[config.mk]
export PLATFORM = sky130hd
export DESIGN_NAME = cct_timer
export DESIGN_NICKNAME = d
export VERILOG_FILES = /design/src/cct_pkg.sv /design/src/cct_prescaler.sv /design/src/cct_channel.sv /design/src/cct_timer.sv
export SDC_FILE = /design/constraint.sdc
export NUM_CORES = 1
export LEC_CHECK = 0
export BUFFER_PORTS_ARGS = -buffer_cell sky130_fd_sc_hd__buf_2
export CORE_ASPECT_RATIO = 1.1
export CORE_MARGIN = 2
export CORE_UTILIZATION = 60
export CTS_CLUSTER_SIZE = 40
export DETAILED_ROUTE_END_ITERATION = 10
export GPL_TIMING_DRIVEN = 0
export PLACE_DENSITY = 0.8
export SLEW_MARGIN = 0
export SYNTH_ARGS = -nofsm -noshare
export SYNTH_HDL_FRONTEND = slang
export SYNTH_SLANG_ARGS = --single-unit
[constraint.sdc]
create_clock -name clock -period 4.6 [get_ports clock]
set_clock_uncertainty 0.1 [all_clocks]
set_input_delay 0.69 -clock clock [delete_from_list [all_inputs] [get_ports clock]]
set_output_delay 0.69 -clock clock [all_outputs]
set_load 0.01 [all_outputs]
[src/cct_pkg.sv]
// Package for the capture/compare timer: register map, fields, reset values.
// Assumes a 32-bit Avalon-MM slave addressed directly with the byte offsets below.
package cct_pkg;
    // Register byte offsets
    localparam logic [7:0] CCT_OFF_CTRL_ONE = 8'h00; // Run enable
    localparam logic [7:0] CCT_OFF_CTRL_TWO = 8'h04; // Prescale select
    localparam logic [7:0] CCT_OFF_ROLE = 8'h08; // Channel role select
    localparam logic [7:0] CCT_OFF_IRQ_EN = 8'h0C; // Channel interrupt enable (mask)
    localparam logic [7:0] CCT_OFF_FLAGS = 8'h10; // Sticky event flags, write one to clear
    localparam logic [7:0] CCT_OFF_COUNT = 8'h14; // Timer counter, read only
    localparam logic [7:0] CCT_OFF_ACCUM = 8'h18; // Pulse accumulator, write clears
    localparam logic [7:0] CCT_OFF_EDGE = 8'h1C; // Edge select, two bits per channel
    localparam logic [7:0] CCT_OFF_ACTION = 8'h20; // Compare action, two bits per channel
    localparam logic [7:0] CCT_OFF_PINS = 8'h24; // Output pin state, read only
    localparam logic [7:0] CCT_OFF_CHAN = 8'h40; // Per-channel value base, stride 4
    // Field positions
    localparam int CCT_RUN_BIT = 0;
    localparam int CCT_PRESCALE_W = 3;
    // Reset values
    localparam logic [15:0] CCT_COUNT_RST = 16'h0000;
    localparam logic [7:0] CCT_BYTE_RST = 8'h00;
    localparam logic [15:0] CCT_WORD_RST = 16'h0000;
    // Edge select codes
    typedef enum logic [1:0] {
        CCT_EDGE_OFF = 2'h0,
        CCT_EDGE_RISE = 2'h1,
        CCT_EDGE_FALL = 2'h2,
        CCT_EDGE_ANY = 2'h3
    } cct_edge_e;
    // Compare action codes
    typedef enum logic [1:0] {
        CCT_ACT_IRQ = 2'h0,
        CCT_ACT_TOGGLE = 2'h1,
        CCT_ACT_LOW = 2'h2,
        CCT_ACT_HIGH = 2'h3
    } cct_action_e;
endpackage : cct_pkg

[src/cct_prescaler.sv]
// Prescaler: divides the module clock by 2**prescaleSelect into a tick pulse.
// Assumes one clock, synchronous active-low reset.
`timescale 1ns/1ns
module cct_prescaler
    import cct_pkg::*;
#(
    parameter int PW = CCT_PRESCALE_W
) (
    input wire logic clock,
    input wire logic rst_n,
    input wire logic run,
    input wire logic [PW-1:0] prescaleSelect,
    output logic tick
);
    localparam int DW = (1 << PW) - 1;
    logic [DW-1:0] divCount; // Free divider, held while stopped
    wire logic [DW-1:0] divMask = DW'((1 << prescaleSelect) - 1);

    // Tick when the low bits of the divider all reach one
    assign tick = run && ((divCount & divMask) == divMask);

    // Divider advances only while running
    always_ff @(posedge clock) begin
        if (!rst_n) begin
            divCount <= '0;
        end else if (run) begin
            divCount <= divCount + DW'(1);
        end
    end
endmodule : cct_prescaler

[src/cct_channel.sv]
// One timer channel: input capture or output compare on one pin.
// Assumes pinIn is already synchronised and tick/count share the clock.
`timescale 1ns/1ns
module cct_channel
    import cct_pkg::*;
(
    input wire logic clock,
    input wire logic rst_n,
    input wire logic pinIn,
    input wire logic roleOut,
    input wire logic [1:0] edgeSel,
    input wire logic [1:0] actionSel,
    input wire logic tick,
    input wire logic [15:0] count,
    input wire logic [15:0] compareValue,
    output logic [15:0] captured,
    output logic pinOut,
    output logic event_
);
    logic pinPrev; // Previous synchronised level
    wire logic rise = pinIn && !pinPrev;
    wire logic fall = !pinIn && pinPrev;
    wire logic edgeHit = (edgeSel == CCT_EDGE_RISE && rise) ||
        (edgeSel == CCT_EDGE_FALL && fall) || (edgeSel == CCT_EDGE_ANY && (rise || fall));
    wire logic captureHit = !roleOut && edgeHit;
    // Compare only on a tick so each match fires once per count value
    wire logic matchHit = roleOut && tick && (count == compareValue);
    logic next_pinOut;

    // Output action on match
    always_comb begin
        next_pinOut = pinOut;
        if (matchHit) begin
            unique case (actionSel)
                CCT_ACT_IRQ: next_pinOut = pinOut;
                CCT_ACT_TOGGLE: next_pinOut = !pinOut;
                CCT_ACT_LOW: next_pinOut = 1'b0;
                CCT_ACT_HIGH: next_pinOut = 1'b1;
            endcase
        end
    end

    assign event_ = captureHit || matchHit;

    // Latch counter on capture, pin state on compare
    always_ff @(posedge clock) begin
        if (!rst_n) begin
            pinPrev <= 1'b0;
            captured <= CCT_WORD_RST;
            pinOut <= 1'b0;
        end else begin
            pinPrev <= pinIn;
            if (captureHit) captured <= count;
            pinOut <= next_pinOut;
        end
    end

    a_capture_latches: assert property (@(posedge clock) disable iff (!rst_n)
        captureHit |=> captured == $past(count))
        else $error("capture value wrong");
endmodule : cct_channel

[src/cct_timer.sv]
// Capture/compare timer top: Avalon-MM slave, counter, eight channels, accumulator.
// Assumes a single 20 MHz clock; capture pins are asynchronous to it.
// Register map and field codes come from the shared package.
//
// Function
// - 16-bit counter rate set by software prescaler
// - Eight channels, each capture or compare
// - Role bit: 0 capture, 1 compare
// - Capture latches counter on input event
// - Capture edge: rising, falling or either
// - Channel 7 accumulator counts input events
// - Compare detects counter equal to value
// - Compare action: irq, toggle, low, high
// - Interrupt enable register gates channel requests
// - Counter stopped until run enable set
`timescale 1ns/1ns
module cct_timer
    import cct_pkg::*;
#(
    parameter int NCH = 8 // Channel count
) (
    input wire logic clock,
    input wire logic rst_n,
    input wire logic [7:0] avs_address,
    input wire logic avs_read,
    input wire logic avs_write,
    input wire logic [31:0] avs_writedata,
    input wire logic [3:0] avs_byteenable,
    output logic [31:0] avs_readdata,
    output logic avs_waitrequest,
    input wire logic [NCH-1:0] captureIn,
    output logic [NCH-1:0] compareOut,
    output logic irq
);
    // Software-visible state
    logic timerRunEnable; // Global run bit
    logic [CCT_PRESCALE_W-1:0] prescaleSelect; // Divider exponent
    logic [NCH-1:0] channelRoleSelect; // 1 = compare
    logic [NCH-1:0] channelIrqEnable; // Interrupt mask
    logic [NCH-1:0] eventFlags; // Sticky flags
    logic [2*NCH-1:0] edgeSelect; // Two bits each
    logic [2*NCH-1:0] actionSelect; // Two bits each
    logic [15:0] compareValue [NCH]; // Compare registers
    logic [15:0] count; // Timer counter
    logic [15:0] accum; // Pulse accumulator
    logic readAck; // One-cycle read wait

    // Pin synchronisers: three stages, change counted when stages two and three agree
    logic [NCH-1:0] syncA;
    logic [NCH-1:0] syncB;
    logic [NCH-1:0] syncC;
    logic [NCH-1:0] pinStable; // Filtered level

    // Per-channel results
    // Captured words are read back through the channel window, never written
    logic [15:0] captured [NCH];
    logic [NCH-1:0] chanEvent;
    logic tick;

    // Address decode. Byte-wide control registers need lane zero, so a write
    // with lane zero off leaves them alone; the edge and action words are
    // sixteen bits wide and take any lane pattern.
    wire logic wr = avs_write && avs_byteenable[0];
    wire logic wrCtrlOne = wr && avs_address == CCT_OFF_CTRL_ONE;
    wire logic wrCtrlTwo = wr && avs_address == CCT_OFF_CTRL_TWO;
    wire logic wrRole = wr && avs_address == CCT_OFF_ROLE;
    wire logic wrIrqEn = wr && avs_address == CCT_OFF_IRQ_EN;
    wire logic wrFlags = wr && avs_address == CCT_OFF_FLAGS;
    wire logic wrAccum = wr && avs_address == CCT_OFF_ACCUM;
    wire logic wrEdge = avs_write && avs_address == CCT_OFF_EDGE;
    wire logic wrAction = avs_write && avs_address == CCT_OFF_ACTION;
    wire logic chanSpace = avs_address >= CCT_OFF_CHAN &&
        avs_address < CCT_OFF_CHAN + 8'(4 * NCH);
    wire logic [7:0] chanOff = avs_address - CCT_OFF_CHAN;
    wire logic [2:0] chanIdx = chanOff[4:2];
    wire logic [NCH-1:0] flagClear = wrFlags ? avs_writedata[NCH-1:0] : '0;
    wire logic accumEvent = !channelRoleSelect[NCH-1] && chanEvent[NCH-1];

    // Reads complete with one wait cycle so readdata stands at the taking edge
    // Writes never wait: every register takes its data on the first edge
    assign avs_waitrequest = avs_read && !readAck;

    // Read mux; unmapped addresses read zero
    logic [31:0] next_readdata;
    always_comb begin
        next_readdata = '0;
        unique case (avs_address)
            CCT_OFF_CTRL_ONE: next_readdata[CCT_RUN_BIT] = timerRunEnable;
            CCT_OFF_CTRL_TWO: next_readdata[CCT_PRESCALE_W-1:0] = prescaleSelect;
            CCT_OFF_ROLE: next_readdata[NCH-1:0] = channelRoleSelect;
            CCT_OFF_IRQ_EN: next_readdata[NCH-1:0] = channelIrqEnable;
            CCT_OFF_FLAGS: next_readdata[NCH-1:0] = eventFlags;
            CCT_OFF_COUNT: next_readdata[15:0] = count;
            CCT_OFF_ACCUM: next_readdata[15:0] = accum;
            CCT_OFF_EDGE: next_readdata[2*NCH-1:0] = edgeSelect;
            CCT_OFF_ACTION: next_readdata[2*NCH-1:0] = actionSelect;
            CCT_OFF_PINS: next_readdata[NCH-1:0] = compareOut;
            default: begin
                // Channel word: capture in low half, compare in high half
                if (chanSpace) begin
                    next_readdata = {compareValue[chanIdx], captured[chanIdx]};
                end
            end
        endcase
    end

    // Read handshake and data register
    // readAck lasts one cycle, so a read held longer starts a new access
    always_ff @(posedge clock) begin
        if (!rst_n) begin
            readAck <= 1'b0;
            avs_readdata <= '0;
        end else begin
            readAck <= avs_read && !readAck;
            avs_readdata <= next_readdata;
        end
    end

    // Control registers
    // Setup order is left to software; any register may be written at any time
    always_ff @(posedge clock) begin
        if (!rst_n) begin
            timerRunEnable <= 1'b0;
            prescaleSelect <= '0;
            channelRoleSelect <= CCT_BYTE_RST;
            channelIrqEnable <= CCT_BYTE_RST;
            edgeSelect <= '0;
            actionSelect <= '0;
        end else begin
            if (wrCtrlOne) timerRunEnable <= avs_writedata[CCT_RUN_BIT];
            if (wrCtrlTwo) prescaleSelect <= avs_writedata[CCT_PRESCALE_W-1:0];
            if (wrRole) channelRoleSelect <= avs_writedata[NCH-1:0];
            if (wrIrqEn) channelIrqEnable <= avs_writedata[NCH-1:0];
            if (wrEdge) edgeSelect <= avs_writedata[2*NCH-1:0];
            if (wrAction) actionSelect <= avs_writedata[2*NCH-1:0];
        end
    end

    // Compare value registers, high half of the channel word
    always_ff @(posedge clock) begin
        if (!rst_n) begin
            for (int i = 0; i < NCH; i++) compareValue[i] <= CCT_WORD_RST;
        end else if (avs_write && chanSpace && avs_byteenable[2]) begin
            compareValue[chanIdx] <= avs_writedata[31:16];
        end
    end

    // Sticky flags: a new event wins over a clear in the same cycle
    // Software clears with a one per bit, so other flags are left untouched
    always_ff @(posedge clock) begin
        if (!rst_n) begin
            eventFlags <= CCT_BYTE_RST;
        end else begin
            eventFlags <= (eventFlags & ~flagClear) | chanEvent;
        end
    end

    // Level interrupt: high while any enabled flag stands
    assign irq = |(eventFlags & channelIrqEnable);

    // Timer counter: stopped until run, wraps naturally at the top
    // The tick already carries the run bit, so no separate enable is needed
    always_ff @(posedge clock) begin
        if (!rst_n) begin
            count <= CCT_COUNT_RST;
        end else if (tick) begin
            count <= count + 16'h0001;
        end
    end

    // Pulse accumulator on channel 7; a software write clears it
    // A clear that meets an event loses; software reads back to confirm
    always_ff @(posedge clock) begin
        if (!rst_n) begin
            accum <= CCT_WORD_RST;
        end else if (accumEvent) begin
            accum <= accum + 16'h0001;
        end else if (wrAccum) begin
            accum <= CCT_WORD_RST;
        end
    end

    // Synchroniser chain; first stage feeds only the second
    // Trade-off: the agreement stage costs a clock but rejects one-clock glitches
    always_ff @(posedge clock) begin
        if (!rst_n) begin
            syncA <= '0;
            syncB <= '0;
            syncC <= '0;
            pinStable <= '0;
        end else begin
            syncA <= captureIn;
            syncB <= syncA;
            syncC <= syncB;
            pinStable <= (syncB & syncC) | (pinStable & (syncB | syncC));
        end
    end

    // Prescaler
    // The divider free-runs while enabled; a new prescale takes effect at once
    cct_prescaler #(.PW(CCT_PRESCALE_W)) u_prescaler (
        .clock(clock),
        .rst_n(rst_n),
        .run(timerRunEnable),
        .prescaleSelect(prescaleSelect),
        .tick(tick)
    );

    // Eight identical channels
    // Each channel owns its edge detector, compare match and pin register
    for (genvar c = 0; c < NCH; c++) begin : g_chan
        cct_channel u_chan (
            .clock(clock),
            .rst_n(rst_n),
            .pinIn(pinStable[c]),
            .roleOut(channelRoleSelect[c]),
            .edgeSel(edgeSelect[2*c+1:2*c]),
            .actionSel(actionSelect[2*c+1:2*c]),
            .tick(tick),
            .count(count),
            .compareValue(compareValue[c]),
            .captured(captured[c]),
            .pinOut(compareOut[c]),
            .event_(chanEvent[c])
        );
    end

    // Counter assertions: stopped, running, stepping and wrapping
    a_count_stopped: assert property (@(posedge clock) disable iff (!rst_n)
        !timerRunEnable |=> count == $past(count))
        else $error("counter moved while stopped");
    a_count_runs: assert property (@(posedge clock) disable iff (!rst_n)
        timerRunEnable && prescaleSelect == '0 |=> count != $past(count))
        else $error("counter idle while running undivided");
    a_count_wraps: assert property (@(posedge clock) disable iff (!rst_n)
        tick && count == 16'hFFFF |=> count == 16'h0000)
        else $error("counter did not wrap");
    a_count_steps: assert property (@(posedge clock) disable iff (!rst_n)
        tick |=> count == $past(count) + 16'h0001)
        else $error("counter step wrong");

    // Flag and interrupt assertions; an event in the cycle of a clear must win
    a_flag_sticky: assert property (@(posedge clock) disable iff (!rst_n)
        chanEvent[0] |=> eventFlags[0])
        else $error("event flag not set");
    a_flag_holds: assert property (@(posedge clock) disable iff (!rst_n)
        eventFlags[0] && !(wrFlags && avs_writedata[0]) |=> eventFlags[0])
        else $error("event flag dropped without a clear");
    a_flag_clears: assert property (@(posedge clock) disable iff (!rst_n)
        wrFlags && avs_writedata[0] && !chanEvent[0] |=> !eventFlags[0])
        else $error("event flag not cleared");
    a_irq_gated: assert property (@(posedge clock) disable iff (!rst_n)
        |(chanEvent & channelIrqEnable) && !wrIrqEn |=> irq)
        else $error("enabled event gave no irq");

    // Accumulator assertions
    a_accum_counts: assert property (@(posedge clock) disable iff (!rst_n)
        accumEvent |=> accum == $past(accum) + 16'h0001)
        else $error("accumulator missed event");
    a_accum_clear: assert property (@(posedge clock) disable iff (!rst_n)
        wrAccum && !accumEvent |=> accum == 16'h0000)
        else $error("accumulator not cleared");

    // Role assertions: role bits take the write, channel 0 in the compare role never captures
    a_role_write: assert property (@(posedge clock) disable iff (!rst_n)
        wrRole |=> channelRoleSelect == $past(avs_writedata[NCH-1:0]))
        else $error("role bits not written");
    a_role_capture: assert property (@(posedge clock) disable iff (!rst_n)
        channelRoleSelect[0] && $stable(channelRoleSelect) |=> $stable(captured[0]))
        else $error("compare channel captured");

    // Compare assertions on channel 1, one for each pin action; match flag on channel 2
    a_compare_high: assert property (@(posedge clock) disable iff (!rst_n)
        channelRoleSelect[1] && tick && count == compareValue[1] &&
        actionSelect[3:2] == CCT_ACT_HIGH |=> compareOut[1])
        else $error("compare set-high failed");
    a_compare_low: assert property (@(posedge clock) disable iff (!rst_n)
        channelRoleSelect[1] && tick && count == compareValue[1] &&
        actionSelect[3:2] == CCT_ACT_LOW |=> !compareOut[1])
        else $error("compare set-low failed");
    a_compare_toggle: assert property (@(posedge clock) disable iff (!rst_n)
        channelRoleSelect[1] && tick && count == compareValue[1] &&
        actionSelect[3:2] == CCT_ACT_TOGGLE |=> compareOut[1] != $past(compareOut[1]))
        else $error("compare toggle failed");
    a_compare_quiet: assert property (@(posedge clock) disable iff (!rst_n)
        channelRoleSelect[1] && tick && count == compareValue[1] &&
        actionSelect[3:2] == CCT_ACT_IRQ |=> $stable(compareOut[1]))
        else $error("interrupt-only compare moved the pin");
    a_compare_flag: assert property (@(posedge clock) disable iff (!rst_n)
        channelRoleSelect[2] && tick && count == compareValue[2] |=> eventFlags[2])
        else $error("compare match not flagged");

    // Bus assertions: writes never wait, reads wait one cycle only
    a_write_nowait: assert property (@(posedge clock) disable iff (!rst_n)
        avs_write |-> !avs_waitrequest)
        else $error("write was held off");
    a_read_wait: assert property (@(posedge clock) disable iff (!rst_n)
        avs_read && avs_waitrequest |=> !avs_waitrequest || !avs_read)
        else $error("read wait too long");
endmodule : cct_timer

==> flow_metrics.tcl, run 1 <==
set metrics [dict create \
    max_slew_margin 0.181 \
    max_freq_mhz 301 \
    hold_class "input port to register" \
    portBuffers 92 \
    vias_per_cell 6.23 \
    cts_tree "done" \
    chipWidth_um 182 \
    die_y_um 199 \
    cap_violations 0 \
    dieArea_um2 36200 \
    drc 0 \
    synth.cell_area_um2 20800 \
    worstPathMaxFanout 10 \
    clk_pin_slew_ns 0.06 \
    start_util 0.608 \
    core.rowCount 71 \
    diodes 0 \
    synth-seq-cells 436 \
    gp_congestion 0.992 \
    grt_pass1_vias 16200 \
    grt_setup_unrepaired "no" \
    drive_gt1_frac 0.164 \
    period_needed_ns 3.33 \
    clock-sinks 436 \
    yosysSeqAreaShare 0.481 \
    worst_setup_path_end_kind "register" \
    ctsResizeCount 0 \
    grt_max_degree 17 \
    cp_data_required_time_ns 4.92 \
    wirelength_um 66100 \
    yosys_most_used_dff "dfxtp_1" \
    htreeDepth 2 \
    worst_ep_arrival_time_ns 3.65 \
    setup_tns_ns 0 \
    postCtsSetupBuffers 0 \
    cts-root-buf "clkbuf_16" \
    finalSetupViolations 0 \
    ant_nets 0 \
    nNetsFinal 2189 \
    antenna_found_initial 1 \
    fin_hold_ws_ns 0.231 \
    finalCritPeriodShare 0.723 \
    tightest_slew_ns 1.23 \
    async_flop_share 0 \
    drt_iter0_markers 1582 \
    wire_per_inst_um 25.6 \
    outcome "completed" \
    syn_inst 1971 \
    leakagePower_uw 0.00853 \
    grt_first_pass_wirelength_um 98100 \
    avgSynthCellArea_um2 10.6 \
    drt_pass1_iterations 6 \
    final_cell_mix "dfxtp_1, nor2_1, mux2i_1" \
    power_density_nw_per_um2 358 \
    vias 16100 \
    track_usage 0.369 \
    critPathKind "register to register" \
    finalHoldViolCount 0 \
    grt.overflow.total 0 \
    dpl.hpwl_um 49600 \
    syn2layout_area_growth_pct 12.5 \
    ir_drop_mv 0.337 \
    postCtsHoldBufs 0 \
    yosysWarningCount 0 \
    layout_commonest_cell "dfxtp_1" \
    cts-buffers-inserted 45 \
    start_kind "register" \
    core_area_um2 34200 \
    io_pins 98 \
    clockBufferDepth 3 \
    synthDistinctLibCells 79 \
    slew_violations 0 \
    clock_latency_ns 0.57 \
    synth_edf_count 128 \
    synth_fp_nets 2047 \
]
## cell families after synthesis
logic type	synth area share
AO/OA/AOI/OAI	0.0733
AND/OR/NAND/NOR	0.182
flip-flops	0.481
XOR/XNOR	0.0581
multiplexers	0.157
buffers and inverters	0.0371
adder cells (fa/ha/maj)	0.0120
## power breakdown
part | total [uW] | internal [uW] | switching (uW)
clock | 3820 | 2240 | 1590
sequential | 4090 | 4030 | 63.9
combinational | 453 | 162 | 291
total | 8370 | 6430 | 1940
## cell type report
cell class	count	area, um^2
Tap cell	438	548
Clock inverter	27	279
Fill cell	2598	10800
Multi-Input combinational cell	1366	10000
Clock buffer	57	1260
Buffer	141	667
Sequential cell	436	10000
Timing Repair Buffer	95	498
Inverter	28	105
## per-stage QoR
| stage | area [um^2] | cells | power, uW | worst slack (ns) | utilization |
|---|---|---|---|---|---|
| after floorplan | 20800 | 1971 | 4410 | 1.33 | - |
| after global placement | 21800 | 2501 | 4610 | 0.00170 | 0.638 |
| after detailed placement | 21900 | 2504 | 4620 | 0.857 | 0.639 |
| after CTS | 23400 | 2588 | 8370 | 1.34 | 0.684 |
| after global routing | 23400 | 2588 | 8550 | 1.13 | 0.684 |
| final | 23400 | 2588 | 8370 | 1.27 | 0.684 |
## cells in the mapped netlist, types with 22 or more instances
cell type	number	area [um^2]
dfxtp_1	308	6170
nor2_1	224	841
mux2i_1	170	1700
nand2_1	166	623
and2_1	156	976
edfxtp_1	128	3840
xor2_1	123	1080
a21oi_1	85	425
clkbuf_1	68	255
mux4_2	64	1440
buf_2	40	200
a22oi_1	39	293
o21ai_0	30	150
inv_1	27	101
nor4_1	27	169
nand3_1	26	130
nand4_1	22	138
## worst paths after layout
kind	start	end	slack, ns	cells after the start
max	prescaleSelect[0]	g_chan[6].u_chan.pinOut	1.27	10
min	captureIn[0]	syncA[0]	0.23	2
max reg2reg	prescaleSelect[0]	g_chan[6].u_chan.pinOut	1.27	10
min reg2reg	syncA[2]	syncB[2]	0.32	1
## critical path, stage by stage, from the launching register on
cell and delay, ns:
dfxtp_1 0.59, inv_1 0.15, or3_2 0.50, ha_1 0.23
and2_2 0.19, o21ai_0 0.20, a21oi_1 0.13, buf_6 0.19
nor4_4 0.56, mux2i_1 0.25, a31oi_1 0.10
## metal layers
layer,up-vias,GRT usage,wire [um],share of wire
li1,7215,-,-,-
met1,7871,0.422,24400,0.37
met2,795,0.636,32000,0.48
met3,243,0.0530,4430,0.067
met4,2,0.270,5300,0.080
met5,-,0,13,0.00020
## flip-flops by register name, summed over array words and instances (netlist names), 16 cells and up
signal,cells
actionSelect,16
g_chan.u_chan.captured,128
count,16
compareValue,128
avs_readdata,32
edgeSelect,16
accum,16
(Power assumes the default switching activity.)
==> run 2, diff against run 1 <==
clock period = 3.1 ns   (was 4.6 ns; I/O delays follow)
==> run 2 against run 1 <==
Global-route usage grew 0.052 points. Flip-flop and latch count did not move. Count of clock-buffer cells in the layout did not move. Register-to-register slack got worse by 1.2 ns. Worst setup slack lost 1.2 ns. Highest routed layer unchanged.
==> flow_metrics.tcl, run 2 (same netlist as run 1, synthesis figures left out) <==
set metrics [dict create \
    drt_iter0_markers 1631 \
    max_freq_mhz 335 \
    top_usage_layer "met2" \
    cp_data_required_time_ns 3.42 \
    core.rowCount 71 \
    cts_tree "done" \
    place_inst 2504 \
    leakagePower_uw 0.00860 \
    fin_hold_ws_ns 0.0213 \
    final_cell_mix "dfxtp_1, nor2_1, mux2i_1" \
    antenna_found_initial 1 \
    tightest_slew_ns 1.18 \
    vias 16200 \
    cap_violations 0 \
    whs_path_depth 2 \
    ir_drop_mv 0.504 \
    syn2layout_area_growth_pct 13.1 \
    max_slew_margin 0.215 \
    drt_pass1_iterations 6 \
    period_needed_ns 2.98 \
    seqPwrFrac 0.488 \
    vias_per_cell 6.23 \
    clockBufferDepth 3 \
    track_usage 0.369 \
    clk_pin_slew_ns 0.06 \
    nNetsFinal 2201 \
    p_switching_uw 2900 \
    layout_commonest_cell "dfxtp_1" \
    instances_no_fill 2600 \
    outcome "completed" \
    worstPathMaxFanout 10 \
    max_stage_delay_ns 0.67 \
    critPathKind "register to register" \
    intPower_uw 9540 \
    switching_share 0.233 \
    ant_nets 0 \
    dpl.hpwl_um 49600 \
    finalCritPeriodShare 0.962 \
    comb_power_share 0.055 \
    rr_worst_depth 7 \
    postPlaceCellArea_um2 21900 \
    grt.overflow.total 0 \
    cp_slowest_cell "nor4_1" \
    cts-root-buf "clkbuf_16" \
    reg_top3 "compareValue x128, g_chan.u_chan.captured x128, avs_readdata x32" \
    design_area_um2 23500 \
    grt_setup_unrepaired "no" \
    cts-buffers-inserted 45 \
    clock_latency_ns 0.57 \
    path_cells "clkbuf_1, xor2_1, nor4_1, nand4_1, nor4_4, mux2i_1, a31oi_1" \
    core_area_um2 34200 \
    p_clk_frac 0.457 \
    finalSetupViolations 0 \
    use_met1 0.424 \
    dieArea_um2 36200 \
    die_y_um 199 \
    grt_pass1_vias 16200 \
    worst_setup_path_end_kind "register" \
    htreeDepth 2 \
    power_density_nw_per_um2 529 \
    portBuffers 92 \
    drc 0 \
    clock-sinks 436 \
    drive_gt1_frac 0.168 \
    slew_violations 0 \
    finalHoldViolCount 0 \
    io_pins 98 \
    fin_util 0.688 \
    diodes 0 \
    grtUsageMet3 0.0530 \
    hold_class "input port to register" \
    wirelength_um 66400 \
    start_kind "register" \
    grt_first_pass_wirelength_um 98300 \
    start_util 0.608 \
    gp_congestion 0.992 \
    grt_max_degree 17 \
    chipWidth_um 182 \
    grtUsageMet2 0.637 \
    wire_per_inst_um 25.5 \
    worst_ep_arrival_time_ns 3.30 \
]
[run 2: cell types whose count changed in the layout (fill, tap and decap cells not counted), sizes merged]
cell,change
dlygate4sd3,+6
buf,+6
[run 2: final cells by class]
| class | count | area [um^2] |
|---|---|---|
| clock inverter | 27 | 279 |
| clock buffer | 57 | 1260 |
| timing repair buffer | 107 | 603 |
| sequential | 436 | 10000 |
| buffer | 141 | 671 |
| tap | 438 | 548 |
| inverter | 28 | 105 |
| fill | 2584 | 10700 |
| multi-input combinational | 1366 | 10000 |
[run 2: worst paths after layout]
check,from,to,slack [ns]
setup / recovery,count[4],g_chan[0].u_chan.pinOut,0.12
hold / removal,captureIn[7],syncA[7],0.02
setup reg to reg,count[4],g_chan[0].u_chan.pinOut,0.12
hold reg to reg,syncA[2],syncB[2],0.33
[run 2: timing repair]
action | CTS | global route
pin swaps | 1 | 8
resized for setup | 2 | 7
setup buffers | 0 | 6
endpoints found under the hold margin | 6 | 0
setup endpoints to repair | 8 | 26
cloned | 0 | 0
hold buffers | 6 | 0
[run 2: per-stage QoR]
| step | setup TNS [ns] | setup WS [ns] | total power (uW) |
|---|---|---|---|
| finish | 0 | 0.117 | 12400 |
| global route | 0 | 0.00772 | 12700 |
| CTS | 0 | 0.0303 | 12400 |
| detailed placement | -10.96 | -0.418 | 6860 |
| global placement | -107.22 | -1.27 | 6840 |
| floorplan | 0 | 0.0567 | 6550 |
[run 2: worst max-delay path: cells and delay by family, from the launching register on]
kind / cells / cell delay (ns)
buf+inv: 1 / 0.56
flops: 1 / 0.33
mux: 1 / 0.22
xor+xnor: 1 / 0.14
simple gates: 3 / 1.39
compound gates: 1 / 0.09
[run 2: power by group through the flow]
stage	Combinational [uW]	Sequential, uW	Clock [uW]
2_1_floorplan	381	6170	0
3_3_place_gp	643	6190	0
3_5_place_dp	658	6200	0
4_1_cts	667	6070	5680
5_1_grt	710	6080	5900
6_report	678	6070	5680
[run 2: per-layer routing]
metal  vias to the layer above  wire length [um]
met4                         2              5290
met5                         -                13
met2                       822             32200
li1                       7241                 -
met1                      7883             23900
met3                       260              5060
==> run 3, diff against run 2 <==
SETUP_SLACK_MARGIN = 0.5   (was default)
==> run 3 against run 2 <==
Die area did not move. Clock power fell by 3%. Via count rose by 0.69%. Worst setup slack improved by 0.27 ns. Sequential power barely moved. Worst hold slack got worse by 0.0097 ns. Flip-flop and latch count did not move. Count of clock-buffer cells in the layout rose by 9. Power fell by 1.3%. Critical path depth rose by 1. First-iteration DRC count rose by 0.31%. Combinational power rose by 1%. Highest routed layer is now met4.
==> flow_metrics.tcl, run 3 (same netlist as run 1, synthesis figures left out) <==
set metrics [dict create \
    outcome "completed" \
    grt_pass1_vias 16000 \
    reg2reg_to "g_chan[5].u_chan.pinOut" \
    final-seq-area_um2 10000 \
    seqPwrFrac 0.495 \
    wire_per_inst_um 26.0 \
    rr_worst_depth 8 \
    p_switching_uw 2830 \
    clockBufferDepth 3 \
    antenna_found_initial 0 \
    intPower_uw 9450 \
    vias 16300 \
    instances_no_fill 2609 \
    multi_input_area_um2 10200 \
    critPathKind "register to register" \
    io_pins 98 \
    syn2layout_area_growth_pct 14.5 \
    chipWidth_um 182 \
    core.rowCount 71 \
    cts_tree "done" \
    worst_setup_path_end_kind "register" \
    leakagePower_uw 0.00871 \
    max_slew_margin 0.118 \
    worstPathMaxFanout 10 \
    nNetsFinal 2213 \
    hold_path_end "syncA[4]" \
    grt_first_pass_wirelength_um 99200 \
    slew_violations 0 \
    tightest_slew_ns 1.32 \
    worst_ep_arrival_time_ns 3.03 \
    portBuffers 92 \
    cp_data_required_time_ns 3.42 \
    ant_nets 0 \
    comb_power_share 0.056 \
    finalHoldViolCount 0 \
    ir_drop_mv 0.429 \
    drc 0 \
    dpl.hpwl_um 50200 \
    grt.overflow.total 0 \
    clk_pin_slew_ns 0.07 \
    reg_top3 "compareValue x128, g_chan.u_chan.captured x128, avs_readdata x32" \
    clock_latency_ns 0.56 \
    drt_iter0_markers 1636 \
    cap_violations 0 \
    drive_gt1_frac 0.189 \
    place_ws_ns -0.543 \
    rrSetupSlack_ns 0.39 \
    die_y_um 199 \
    track_usage 0.375 \
    diodes 0 \
    start_kind "register" \
    hold_start "captureIn[4]" \
    vias_per_cell 6.26 \
    period_needed_ns 2.71 \
    dieArea_um2 36200 \
    cts-buffers-inserted 45 \
    power_density_nw_per_um2 516 \
    place_inst 2504 \
    final.setup.worst_slack_ns 0.392 \
    finalPower_uw 12300 \
    layout_commonest_cell "dfxtp_1" \
    drt_pass1_iterations 6 \
    core_area_um2 34200 \
    wirelength_um 67800 \
    grt_max_degree 17 \
    final_cell_mix "dfxtp_1, nor2_1, mux2i_1" \
    finalSetupViolations 0 \
    grt_setup_unrepaired "yes" \
    finalCritPeriodShare 0.873 \
    htreeDepth 2 \
    max_freq_mhz 369 \
    switching_share 0.230 \
    setup_tns_ns 0 \
    p_clk_frac 0.449 \
    hold_class "input port to register" \
    whs_path_depth 2 \
    start_util 0.608 \
    num-fill-cells 2561 \
    gp_congestion 1.02 \
    clock-sinks 436 \
    cts-root-buf "clkbuf_16" \
    r2r-start "count[1]" \
]
run 3: repair_timing:
action	in CTS	in global routing
pin swaps	13	14
gates cloned	2	0
setup buffers	18	3
setup endpoints to repair	110	105
gates resized for setup	43	25
hold buffers	1	0
endpoints found under the hold margin	1	0
run 3: worst max-delay path: stages (launching register included):
cell,delay [ns]
dfxtp_1,0.34
clkbuf_2,0.32
xor2_1,0.23
nor4_1,0.48
nand4_1,0.35
nor4_4,0.22
buf_4,0.19
mux2i_1,0.22
a31oi_1,0.11
run 3: worst max path at each step:
stage	start	to	slack, ns	depth (start not counted)
4_1_cts	count[15]	g_chan[1].u_chan.pinOut	0.41	7
2_1_floorplan	avs_address[2]	compareValue[7][0]	0.23	5
3_3_place_gp	avs_address[5]	compareValue[7][14]	-1.09	6
5_1_grt	prescaleSelect[2]	g_chan[4].u_chan.pinOut	0.32	11
6_report	count[1]	g_chan[5].u_chan.pinOut	0.39	8
3_5_place_dp	avs_address[5]	compareValue[1][14]	-0.54	7
run 3: power by group through the flow:
stage	registers [uW]	logic [uW]	clock network [uW]
floorplan	6160	382	0
global placement	6190	647	0
detailed placement	6200	663	0
finish	6070	687	5520
CTS	6070	673	5510
global route	6080	717	5740
run 3: area by class of cell:
type,count,share of cell area
Sequential cell,436,0.421
Clock inverter,15,0.00652
Timing Repair Buffer,119,0.0297
Tap cell,438,0.0230
Inverter,28,0.00442
Clock buffer,66,0.0561
Buffer,141,0.0292
Multi-Input combinational cell,1366,0.430
run 3: through the flow:
stage	utilization	hold slack, ns	cell area (um^2)
after floorplan	-	0.312	20800
after global placement	0.638	0.316	21800
after detailed placement	0.640	0.319	21900
after CTS	0.692	0.00103	23700
after global routing	0.696	0.0225	23800
final	0.696	0.0117	23800
run 3: per-layer routing:
metal	up-vias	routed length, um	GRT usage
met3	211	4700	0.0554
met1	8033	24600	0.434
met2	803	32800	0.638
li1	7273	-	-
met4	0	5700	0.282
met5	-	0	0
